File: config.mk
export PLATFORM = sky130hd
export DESIGN_NAME = flow_valve_control_regs
export DESIGN_NICKNAME = d
export VERILOG_FILES = /design/src/flow_valve_control_regs.v
export VERILOG_INCLUDE_DIRS = /design/src
export SDC_FILE = /design/constraint.sdc
export NUM_CORES = 1
export LEC_CHECK = 0
export BUFFER_PORTS_ARGS = -buffer_cell sky130_fd_sc_hd__buf_2
export CAP_MARGIN = 20
export CELL_PAD_IN_SITES_DETAIL_PLACEMENT = 0
export CELL_PAD_IN_SITES_GLOBAL_PLACEMENT = 1
export CORE_ASPECT_RATIO = 1.75
export CORE_MARGIN = 2
export CORE_UTILIZATION = 41
export DETAILED_ROUTE_END_ITERATION = 10
export GPL_TIMING_DRIVEN = 0
export HOLD_SLACK_MARGIN = 0.08
export PLACE_DENSITY_LB_ADDON = 0.08
export SETUP_SLACK_MARGIN = 0.02
export SLEW_MARGIN = 20
export SYNTH_ARGS = -nofsm -noshare
export SYNTH_HDL_FRONTEND = slang
export SYNTH_SLANG_ARGS = --single-unit
File: constraint.sdc
create_clock -name core_clk -period 2.95 [get_ports core_clk]
set_input_delay 0.295 -clock core_clk [delete_from_list [all_inputs] [get_ports core_clk]]
set_output_delay 0.295 -clock core_clk [all_outputs]
set_load 0.02 [all_outputs]
File: src/valve_map.vh
// Register indices, field codes, reset values and timing counts for the valve register bank
`ifndef VALVE_MAP_VH
`define VALVE_MAP_VH
// ====================================================================
// Register indices (byte address is four times the index)
`define IDX_MODE        10'h160
`define IDX_COND        10'h161
`define IDX_LEVEL       10'h162
`define IDX_MANUAL      10'h164
`define IDX_CMD         10'h168
`define IDX_FLUSH       10'h174
`define IDX_OPTION      10'h176
`define IDX_DTYPE       10'h177
`define IDX_FREQ        10'h178
// ====================================================================
// Mode, condition and command codes
`define MODE_CLOSED     2'h0
`define MODE_AUTO       2'h1
`define MODE_MANUAL     2'h2
`define MODE_ANALOG     2'h3
`define COND_NORMAL     2'h0
`define COND_PROTECT    2'h1
`define COND_FORCED     2'h2
`define COND_BUSY       2'h3
`define CMD_NONE        3'h0
`define CMD_FLUSH       3'h1
`define CMD_OFFSET      3'h2
`define CMD_HOLD_CLOSE  3'h3
`define CMD_HOLD_OPEN   3'h4
`define CMD_MAX         16'h0004
// ====================================================================
// Field layout and values
`define OPT_PROTECT_BIT 0
`define OPT_AUTOMIN_BIT 1
`define OPT_MASK        16'h0003
`define DTYPE_CUSTOM    16'hFFFF
`define DTYPE_PWM       16'h0000
`define DTYPE_LINEAR    16'h0001
`define PCT_FULL        16'h0064
`define PCT_ZERO        16'h0000
`define WARN_OFFLINE    16'h000D
// ====================================================================
// Timing: times in their own unit, counts derived from the clock period
`define CLK_PERIOD_PS   5000
`define MS_PS           1000000000
`define BLINK_HALF_MS   500
`define MS_CYCLES       (`MS_PS / `CLK_PERIOD_PS)
`define BLINK_HALF_CYC  (`BLINK_HALF_MS * `MS_CYCLES)
`endif

File: src/flow_valve_control_regs.v
// Valve control register bank with APB slave, action sequencer and status LED
//
// Functional notes
// Mode codes: 0 closed, 1 auto loop, 2 manual level, 3 analog input.
// Mode is volatile; every startup begins in automatic loop mode.
// LED blinks 1 Hz 500/500 ms in closed or manual mode, else lit.
// LED also blinks the same way while status reports hardware force.
// Status: 0 normal, 1 protection, 2 forced by hardware, 3 action running.
// Any nonzero status raises warning 13, automatic valve control offline.
// Drive level register reads present valve drive in percent.
// Command write starts: 0 abort, 1 purge, 2 offset, 3 hold closed, 4 hold open.
// New command aborts running one; zero aborts, harmless when idle.
// Command reads running action code, zero when idle or finished.
// Status reads busy code 3 for the whole action.
// Finished offset detection returns valve to the mode register's mode.
// Holds last until abort, new command, measurement left, or hardware force.
// Manual level applies at once in manual mode, else stored only.
// Manual level writes saturate to 0 below zero, 100 above 100.
// Manual level is volatile, loaded from persistent copy at startup.
// Manual control ignores configured minimum and maximum drive limits.
// Purge duration in milliseconds; write applies now and is persisted.
// Option bit 0 protection, bit 1 auto minimum; others ignored; persisted.
// Drive type accepts -1, 0, 1 only; persisted, read back, used at restart.
// Host software should enable the valve protection option.
// Frequency reads selected type's PWM rate; ignored when type is positive.
// Purge opens valve fully for the duration, then ends by itself.
`timescale 1ns/1ps
`default_nettype none
`include "valve_map.vh"
module flow_valve_control_regs #(
  parameter [31:0] MS_CYC    = `MS_CYCLES,
  parameter [31:0] BLINK_CYC = `BLINK_HALF_CYC
) (
  input  wire        core_clk,
  input  wire        rst_n,
  input  wire        psel,
  input  wire        penable,
  input  wire        pwrite,
  input  wire [11:0] paddr,
  input  wire [31:0] pwdata,
  output reg  [31:0] prdata,
  output reg         pready,
  output reg         pslverr,
  input  wire        force_pin,
  input  wire        force_open_pin,
  input  wire        measurement_state,
  input  wire        protect_active,
  input  wire        offset_done,
  input  wire [15:0] offset_level,
  input  wire [15:0] auto_level,
  input  wire [15:0] analog_level,
  input  wire [15:0] drive_min,
  input  wire [15:0] drive_max,
  input  wire [15:0] nv_manual_level,
  input  wire [15:0] nv_flush_ms,
  input  wire [15:0] nv_options,
  input  wire [15:0] nv_drive_type,
  input  wire [15:0] nv_frequency,
  output reg  [15:0] drive_level_r,
  output reg         offset_run_r,
  output reg         led_r,
  output reg  [15:0] warn_code_r,
  output reg  [1:0]  option_en_r,
  output reg  [15:0] active_dtype_r,
  output reg  [15:0] active_freq_r,
  output reg         persist_we_r,
  output reg  [9:0]  persist_idx_r,
  output reg  [15:0] persist_data_r
);

  // ==================================================================
  // Helpers
  // Saturate an unsigned percent into [lo, hi]
  // Inclusive bounds; the caller keeps lo at or below hi
  function [15:0] clamp_pct;
    input [15:0] v;
    input [15:0] lo;
    input [15:0] hi;
    begin
      if (v < lo) begin
        clamp_pct = lo;
      end else if (v > hi) begin
        clamp_pct = hi;
      end else begin
        clamp_pct = v;
      end
    end
  endfunction

  // Signed manual write saturated to 0..100
  // Negative host values arrive as two's complement and clamp to zero
  function [15:0] sat_manual;
    input [15:0] v;
    begin
      if (v[15]) begin
        sat_manual = `PCT_ZERO;
      end else begin
        sat_manual = clamp_pct(v, `PCT_ZERO, `PCT_FULL);
      end
    end
  endfunction

  // ==================================================================
  // State
  // Configuration, sequencer, synchroniser and LED timing registers
  reg  [1:0]  mode_r;
  reg  [1:0]  cond_r;
  reg  [15:0] manual_r;
  reg  [2:0]  cmd_r;
  reg  [15:0] flush_r;
  reg  [15:0] dtype_r;
  reg  [15:0] freq_r;
  reg         init_done_r;
  reg  [2:0]  pin_s1_r;
  reg  [2:0]  pin_s2_r;
  reg  [2:0]  pin_s3_r;
  reg  [2:0]  pin_f_r;
  reg  [15:0] flush_left_r;
  reg  [31:0] ms_cnt_r;
  reg  [31:0] blink_cnt_r;
  reg         blink_ph_r;
  reg  [15:0] level_nxt;
  reg  [1:0]  cond_nxt;
  reg  [31:0] rd_nxt;
  reg         hit_nxt;

  wire [9:0]  idx      = paddr[11:2];
  wire        access   = psel & penable & ~pready;
  wire        wr_fire  = psel & penable & pready & pwrite & ~pslverr;
  wire [15:0] wd       = pwdata[15:0];
  wire        forced   = pin_f_r[0];
  wire        meas_on  = pin_f_r[2];
  wire        dtype_ok = (wd == `DTYPE_CUSTOM) || (wd == `DTYPE_PWM) || (wd == `DTYPE_LINEAR);

  // ==================================================================
  // Pin synchronisers: a change counts once stages two and three agree
  // Bit 0 force, bit 1 force direction, bit 2 measurement state
  // Four cycles of latency is far below any valve or status reaction time
  always @(posedge core_clk or negedge rst_n) begin
    if (!rst_n) begin
      pin_s1_r <= 3'h0;
      pin_s2_r <= 3'h0;
      pin_s3_r <= 3'h0;
      pin_f_r  <= 3'h0;
    end else begin
      pin_s1_r <= {measurement_state, force_open_pin, force_pin};
      pin_s2_r <= pin_s1_r;
      pin_s3_r <= pin_s2_r;
      pin_f_r  <= (pin_s3_r & ~(pin_s2_r ^ pin_s3_r)) | (pin_f_r & (pin_s2_r ^ pin_s3_r));
    end
  end

  // ==================================================================
  // APB read decode and error check
  // Unused upper bits read as zero; an unmapped index answers with an error
  always @* begin
    rd_nxt  = 32'h0000_0000;
    hit_nxt = 1'b1;
    case (idx)
      `IDX_MODE:   rd_nxt[1:0]  = mode_r;
      `IDX_COND:   rd_nxt[1:0]  = cond_r;
      `IDX_LEVEL:  rd_nxt[15:0] = drive_level_r;
      `IDX_MANUAL: rd_nxt[15:0] = manual_r;
      `IDX_CMD:    rd_nxt[2:0]  = cmd_r;
      `IDX_FLUSH:  rd_nxt[15:0] = flush_r;
      `IDX_OPTION: rd_nxt[1:0]  = option_en_r;
      `IDX_DTYPE:  rd_nxt[15:0] = dtype_r;
      `IDX_FREQ:   rd_nxt[15:0] = freq_r;
      default:     hit_nxt      = 1'b0;
    endcase
    // Read-only registers refuse writes
    if (pwrite && (idx == `IDX_COND || idx == `IDX_LEVEL)) begin
      hit_nxt = 1'b0;
    end
  end

  // One wait state: answer in the second access cycle
  // Registered answer keeps the bus outputs glitch free; writes read back zero
  always @(posedge core_clk or negedge rst_n) begin
    if (!rst_n) begin
      pready  <= 1'b0;
      pslverr <= 1'b0;
      prdata  <= 32'h0000_0000;
    end else begin
      pready  <= access;
      pslverr <= access & ~hit_nxt;
      if (access) begin
        prdata <= (pwrite || !hit_nxt) ? 32'h0000_0000 : rd_nxt;
      end
    end
  end

  // ==================================================================
  // Configuration registers, startup load from persistent copies
  // The store strobe lasts one cycle; the persistent side must take it at once
  always @(posedge core_clk or negedge rst_n) begin
    if (!rst_n) begin
      init_done_r    <= 1'b0;
      mode_r         <= `MODE_AUTO;
      manual_r       <= `PCT_ZERO;
      flush_r        <= 16'h0000;
      option_en_r    <= 2'h0;
      dtype_r        <= `DTYPE_PWM;
      freq_r         <= 16'h0000;
      active_dtype_r <= `DTYPE_PWM;
      active_freq_r  <= 16'h0000;
      persist_we_r   <= 1'b0;
      persist_idx_r  <= 10'h000;
      persist_data_r <= 16'h0000;
    end else begin
      persist_we_r <= 1'b0;
      if (!init_done_r) begin
        // Restart-applied settings are caught once, after reset release
        // Mode is never persisted, so it keeps its automatic reset value
        init_done_r    <= 1'b1;
        manual_r       <= sat_manual(nv_manual_level);
        flush_r        <= nv_flush_ms;
        option_en_r    <= nv_options[1:0];
        dtype_r        <= nv_drive_type;
        freq_r         <= nv_frequency;
        active_dtype_r <= nv_drive_type;
        active_freq_r  <= nv_frequency;
      end else if (wr_fire) begin
        case (idx)
          `IDX_MODE: mode_r <= wd[1:0];
          `IDX_MANUAL: manual_r <= sat_manual(wd);
          `IDX_FLUSH: begin
            flush_r        <= wd;
            persist_we_r   <= 1'b1;
            persist_idx_r  <= `IDX_FLUSH;
            persist_data_r <= wd;
          end
          `IDX_OPTION: begin
            // Unsupported bits are simply dropped
            option_en_r    <= wd[1:0];
            persist_we_r   <= 1'b1;
            persist_idx_r  <= `IDX_OPTION;
            persist_data_r <= wd & `OPT_MASK;
          end
          `IDX_DTYPE: begin
            if (dtype_ok) begin
              dtype_r        <= wd;
              persist_we_r   <= 1'b1;
              persist_idx_r  <= `IDX_DTYPE;
              persist_data_r <= wd;
            end
          end
          `IDX_FREQ: begin
            // A positive type code locks the frequency
            if (dtype_r[15] || dtype_r == `DTYPE_PWM) begin
              freq_r         <= wd;
              persist_we_r   <= 1'b1;
              persist_idx_r  <= `IDX_FREQ;
              persist_data_r <= wd;
            end
          end
          default: ;
        endcase
      end
    end
  end

  // ==================================================================
  // Action sequencer; a write in the same cycle as an end wins, except against a forced end
  // Purge ends on its own timer; holds and offset search end on outside events
  always @(posedge core_clk or negedge rst_n) begin
    if (!rst_n) begin
      cmd_r        <= `CMD_NONE;
      flush_left_r <= 16'h0000;
      ms_cnt_r     <= 32'h0000_0000;
      offset_run_r <= 1'b0;
    end else begin
      // Millisecond tick for the purge timer
      // A zero purge time still runs for one millisecond tick
      if (cmd_r == `CMD_FLUSH) begin
        if (ms_cnt_r >= MS_CYC - 32'd1) begin
          ms_cnt_r <= 32'h0000_0000;
          if (flush_left_r <= 16'h0001) begin
            cmd_r <= `CMD_NONE;
          end
          flush_left_r <= flush_left_r - 16'h0001;
        end else begin
          ms_cnt_r <= ms_cnt_r + 32'd1;
        end
      end
      if (cmd_r == `CMD_OFFSET && offset_done) begin
        cmd_r <= `CMD_NONE;
      end
      if ((cmd_r == `CMD_HOLD_CLOSE || cmd_r == `CMD_HOLD_OPEN) && !meas_on) begin
        cmd_r <= `CMD_NONE;
      end
      // Hardware force takes the valve over and ends any action
      // Commands are refused while forced, so the forced level cannot be left
      if (forced) begin
        cmd_r <= `CMD_NONE;
      end else if (wr_fire && idx == `IDX_CMD && wd <= `CMD_MAX) begin
        cmd_r        <= wd[2:0];
        ms_cnt_r     <= 32'h0000_0000;
        flush_left_r <= flush_r;
      end
      offset_run_r <= (cmd_r == `CMD_OFFSET) && !forced;
    end
  end

  // ==================================================================
  // Drive level and status selection
  // Priority: forced, then busy, then protection, then normal operation
  always @* begin
    level_nxt = `PCT_ZERO;
    cond_nxt  = `COND_NORMAL;
    if (forced) begin
      level_nxt = pin_f_r[1] ? `PCT_FULL : `PCT_ZERO;
      cond_nxt  = `COND_FORCED;
    end else if (cmd_r != `CMD_NONE) begin
      cond_nxt = `COND_BUSY;
      case (cmd_r)
        `CMD_FLUSH:     level_nxt = `PCT_FULL;
        `CMD_OFFSET:    level_nxt = clamp_pct(offset_level, `PCT_ZERO, `PCT_FULL);
        `CMD_HOLD_OPEN: level_nxt = `PCT_FULL;
        default:        level_nxt = `PCT_ZERO;
      endcase
    end else begin
      if (protect_active && option_en_r[`OPT_PROTECT_BIT]) begin
        cond_nxt = `COND_PROTECT;
      end
      case (mode_r)
        `MODE_AUTO:   level_nxt = clamp_pct(auto_level, drive_min, drive_max);
        `MODE_MANUAL: level_nxt = manual_r;
        `MODE_ANALOG: level_nxt = clamp_pct(analog_level, drive_min, drive_max);
        default:      level_nxt = `PCT_ZERO;
      endcase
    end
  end

  // Level, status and warning share one edge so they never disagree
  always @(posedge core_clk or negedge rst_n) begin
    if (!rst_n) begin
      drive_level_r <= `PCT_ZERO;
      cond_r        <= `COND_NORMAL;
      warn_code_r   <= 16'h0000;
    end else begin
      drive_level_r <= level_nxt;
      cond_r        <= cond_nxt;
      warn_code_r   <= (cond_nxt != `COND_NORMAL) ? `WARN_OFFLINE : 16'h0000;
    end
  end

  // ==================================================================
  // Status LED: free-running 500 ms phase so blinking is always 1 Hz
  // Entering a blinking mode mid-phase shortens only the first half period
  // Outside the blinking cases the LED is dark only while reset is held
  always @(posedge core_clk or negedge rst_n) begin
    if (!rst_n) begin
      blink_cnt_r <= 32'h0000_0000;
      blink_ph_r  <= 1'b1;
      led_r       <= 1'b0;
    end else begin
      if (blink_cnt_r >= BLINK_CYC - 32'd1) begin
        blink_cnt_r <= 32'h0000_0000;
        blink_ph_r  <= ~blink_ph_r;
      end else begin
        blink_cnt_r <= blink_cnt_r + 32'd1;
      end
      if (mode_r == `MODE_CLOSED || mode_r == `MODE_MANUAL || cond_r == `COND_FORCED) begin
        led_r <= blink_ph_r;
      end else begin
        led_r <= 1'b1;
      end
    end
  end

endmodule
`default_nettype wire

==> results.py <==
metrics = {
    "setup_path": {
        "path_class": "input port to flip-flop",
        "crit_path_frequent_cell": "buf_2",
        "end_kind": "flip-flop",
        "crit_path_max_fanout": 10,
        "cp-start-kind": "input port",
        "critical_path.cell_chain": "dlygate4sd3_1, buf_2, nand2_1, nor3_1, and3_1, buf_2, buf_2, mux2i_1, a21oi_1",
        "r2r_setup_slack_ns": 0.20,
        "path_buf_inv": 4,
        "crit_start": "pwrite",
        "reg2reg_to": "flush_r[15]$_DFFE_PN0P_",
        "cp_slowest_stage_delay_ns": 0.89,
        "cp_data_arrival_time_ns": 3.17,
        "slowest_stage": "nor3_1",
        "r2r_cells": 7,
        "r2r-start": "pready$_DFF_PN0_",
        "critPathTopFamily": "buffers and inverters",
        "critical_path_required_ns": 3.36,
    },
    "timing": {
        "fin_crit_ns": 2.761,
        "fin_crit_sh_pct": 93.59,
        "rsz0062_at_grt": "false",
        "relSlewSlack_pct": 21.38,
        "fin_skew_ns": 0.01502,
        "tns_ns": 0,
        "worst_slack_ns": 0.1890,
        "slew_viol_final": 0,
        "worst_pin_slew_ns": 1.170,
        "hold_viol": 0,
        "fmax_mhz": 362.2,
        "finalSetupViolations": 0,
        "timing.hold.ws_ns": 0.09063,
    },
    "global_route": {
        "grt_max_degree": 95,
        "grt_overflow": 0,
        "grt_usage_pct": 27.91,
        "grt_pass1_wl_um": 78960,
        "grt_pass1_vias": 13550,
        "antenna_found_initial": 0,
    },
    "placement": {
        "gp_congestion": 0.8830,
        "dp_hpwl_um": 42200,
        "dp_slack_ns": -0.2581,
        "io_buffers": 277,
        "place_inst": 2298,
    },
    "logic_synthesis": {
        "synthTopCellsByArea": "dfrtp_1 (44%), ha_1 (5.7%), mux2i_1 (4.6%), nor2_1 (4.4%), a21oi_1 (3.3%)",
        "synth_edf_count": 0,
        "yosysUniqueCellTypes": 78,
        "synth_top_family_by_area": "simple AND/OR/NAND/NOR gates",
        "synth_seq_cells": 257,
        "ys_warn_count": 0,
        "mappedNetlistArea_um2": 14560,
        "synthAdderAreaFrac_pct": 5.876,
        "synthCells": 1519,
        "synthXorXnorAreaFrac_pct": 3.548,
        "yosys.area.top_type": "dfrtp_1",
        "yosys.area.top_type_share_pct": 43.81,
        "synth_ff_type": "dfrtp_1",
        "synth_seq_area_share_pct": 44.18,
        "synth_compound_area_share_pct": 14.98,
        "synth_mux_area_share_pct": 7.466,
        "synthArstFlopShare_pct": 100.0,
        "yosys.area_share.simple_pct": 17.60,
        "syn_avg_cell_area_um2": 9.588,
    },
    "die": {
        "core_area_um2": 35180,
        "io_pins": 343,
        "dieArea_um2": 37100,
        "num_rows": 91,
        "start_util_pct": 41.40,
        "die_y_um": 253.3,
        "die-width_um": 146.5,
    },
    "clocking": {
        "cts_tree": "yes",
        "clk_latency_ns": 0.55,
        "cts_sinks": 257,
        "cts_buffer_depth": 3,
        "clk_pin_slew_ns": 0.07,
        "root_buffer": "clkbuf_16",
        "cts_max_level": 1,
        "cts_buffers": 26,
    },
    "worst_hold_path": {
        "hp-class": "input port to flip-flop",
        "hold_end": "drive_level_r[3]$_DFF_PN0_",
        "min_from": "offset_level[3]",
        "whs_path_depth": 3,
    },
    "routing": {
        "finalWirelength_um": 52610,
        "initialDrtViolationCount": 756,
        "drcViolationCount": 0,
        "vias": 13100,
        "post_drt_wl_per_cell_um": 21.74,
        "via_per_inst": 5.412,
        "dr.pass1.iters": 7,
        "antenna_left": 0,
    },
    "pwr": {
        "peakVddDrop_uv": 413.8,
        "powerDensity_nw_per_um2": 475.8,
        "leakage_nw": 8.611,
    },
    "run": {
        "cap_violations": 0,
    },
    "final_layout": {
        "final_cells": 2420,
        "area_growth_pct": 26.54,
        "reg_top3": "blink_cnt_r x32, ms_cnt_r x32",
        "layout.nets": 2215,
        "final_util_pct": 52.38,
        "antenna_cells": 0,
        "layout_common_cells": "buf_2 (286), dfrtp_1 (255), nor2_1 (171), nand2_1 (103), a21oi_1 (96)",
        "final_common_cell": "buf_2",
        "layout-drive-gt1-share_pct": 23.12,
    },
    "run_status": {
        "status": "completed",
    },
}
[stage by stage]
step | power [W] | instance area [µm²]
after floorplan | 0.004434 | 14700
after global placement | 0.005012 | 16660
after detailed placement | 0.005035 | 16730
after CTS | 0.008827 | 18410
after global routing | 0.009086 | 18430
final | 0.008769 | 18430
[power by group]
part / total (W) / switching, W / internal [W]
logic: 0.00122 / 0.000728 / 0.000492
registers: 0.00383 / 0.000155 / 0.00368
clock network: 0.00371 / 0.00148 / 0.00224
total: 0.00877 / 0.00236 / 0.00641
[per-layer routing]
metal  up-vias  part of all wire (%)  global-route usage [%]
met5         -                     0                       0
met4         0                   5.5                   14.34
met3       126                   4.2                   2.811
met2       418                    54                   53.58
met1      6350                    36                   30.04
li1       6202                     -                       -
[worst min-delay path: stages]
cell and delay (ns):
buf_2 0.10, a21oi_1 0.13, a41oi_1 0.06
[area by class of cell]
cell class	instances	area [µm²]
Multi-Input combinational cell	1108	7351
Sequential cell	257	6434
Inverter	78	292.8
Fill cell	3352	16750
Tap cell	465	581.8
Clock buffer	35	755.7
Buffer	111	625.6
Timing Repair Buffer	353	2187
Clock inverter	13	201.4
[kinds of logic (layout without fill, tap and decap cells)]
group	after synthesis	count (layout)
compound gates	331	331
xor+xnor	59	59
fa+ha+maj	69	69
buf+inv	189	590
flops	257	257
mux	104	104
other cells	2	37
simple gates	508	508
[worst max-delay path by stage]
| stage | endpoint | slack, ns | depth (start not counted) |
|---|---|---|---|
| floorplan | drive_level_r[5]$_DFF_PN0_ | 0.59 | 10 |
| global placement | blink_cnt_r[14]$_DFF_PN0_ | -3.19 | 1 |
| detailed placement | drive_level_r[4]$_DFF_PN0_ | -0.26 | 11 |
| CTS | drive_level_r[4]$_DFF_PN0_ | 0.08 | 11 |
| global route | drive_level_r[4]$_DFF_PN0_ | 0.06 | 11 |
| finish | flush_r[15]$_DFFE_PN0P_ | 0.19 | 9 |
[cell usage after synthesis (all sizes together) (24+ instances only)]
master  number
dfrtp      255
nor2       171
nand2      103
a21oi       96
o21ai       82
inv         78
mux2i       67
ha          66
buf         61
clkbuf      50
nand3       38
mux2        37
and3        34
nor3        32
xor2        31
nor4        29
a21boi      28
xnor2       28
nand4       25
a31oi       24
[what timing repair did]
item                       CTS  global route
resized for setup            0             3
hold buffers                72             0
buffers inserted             0             2
setup endpoints to repair    0            36
hold endpoints to repair   189             0
(Power assumes the default switching activity.)
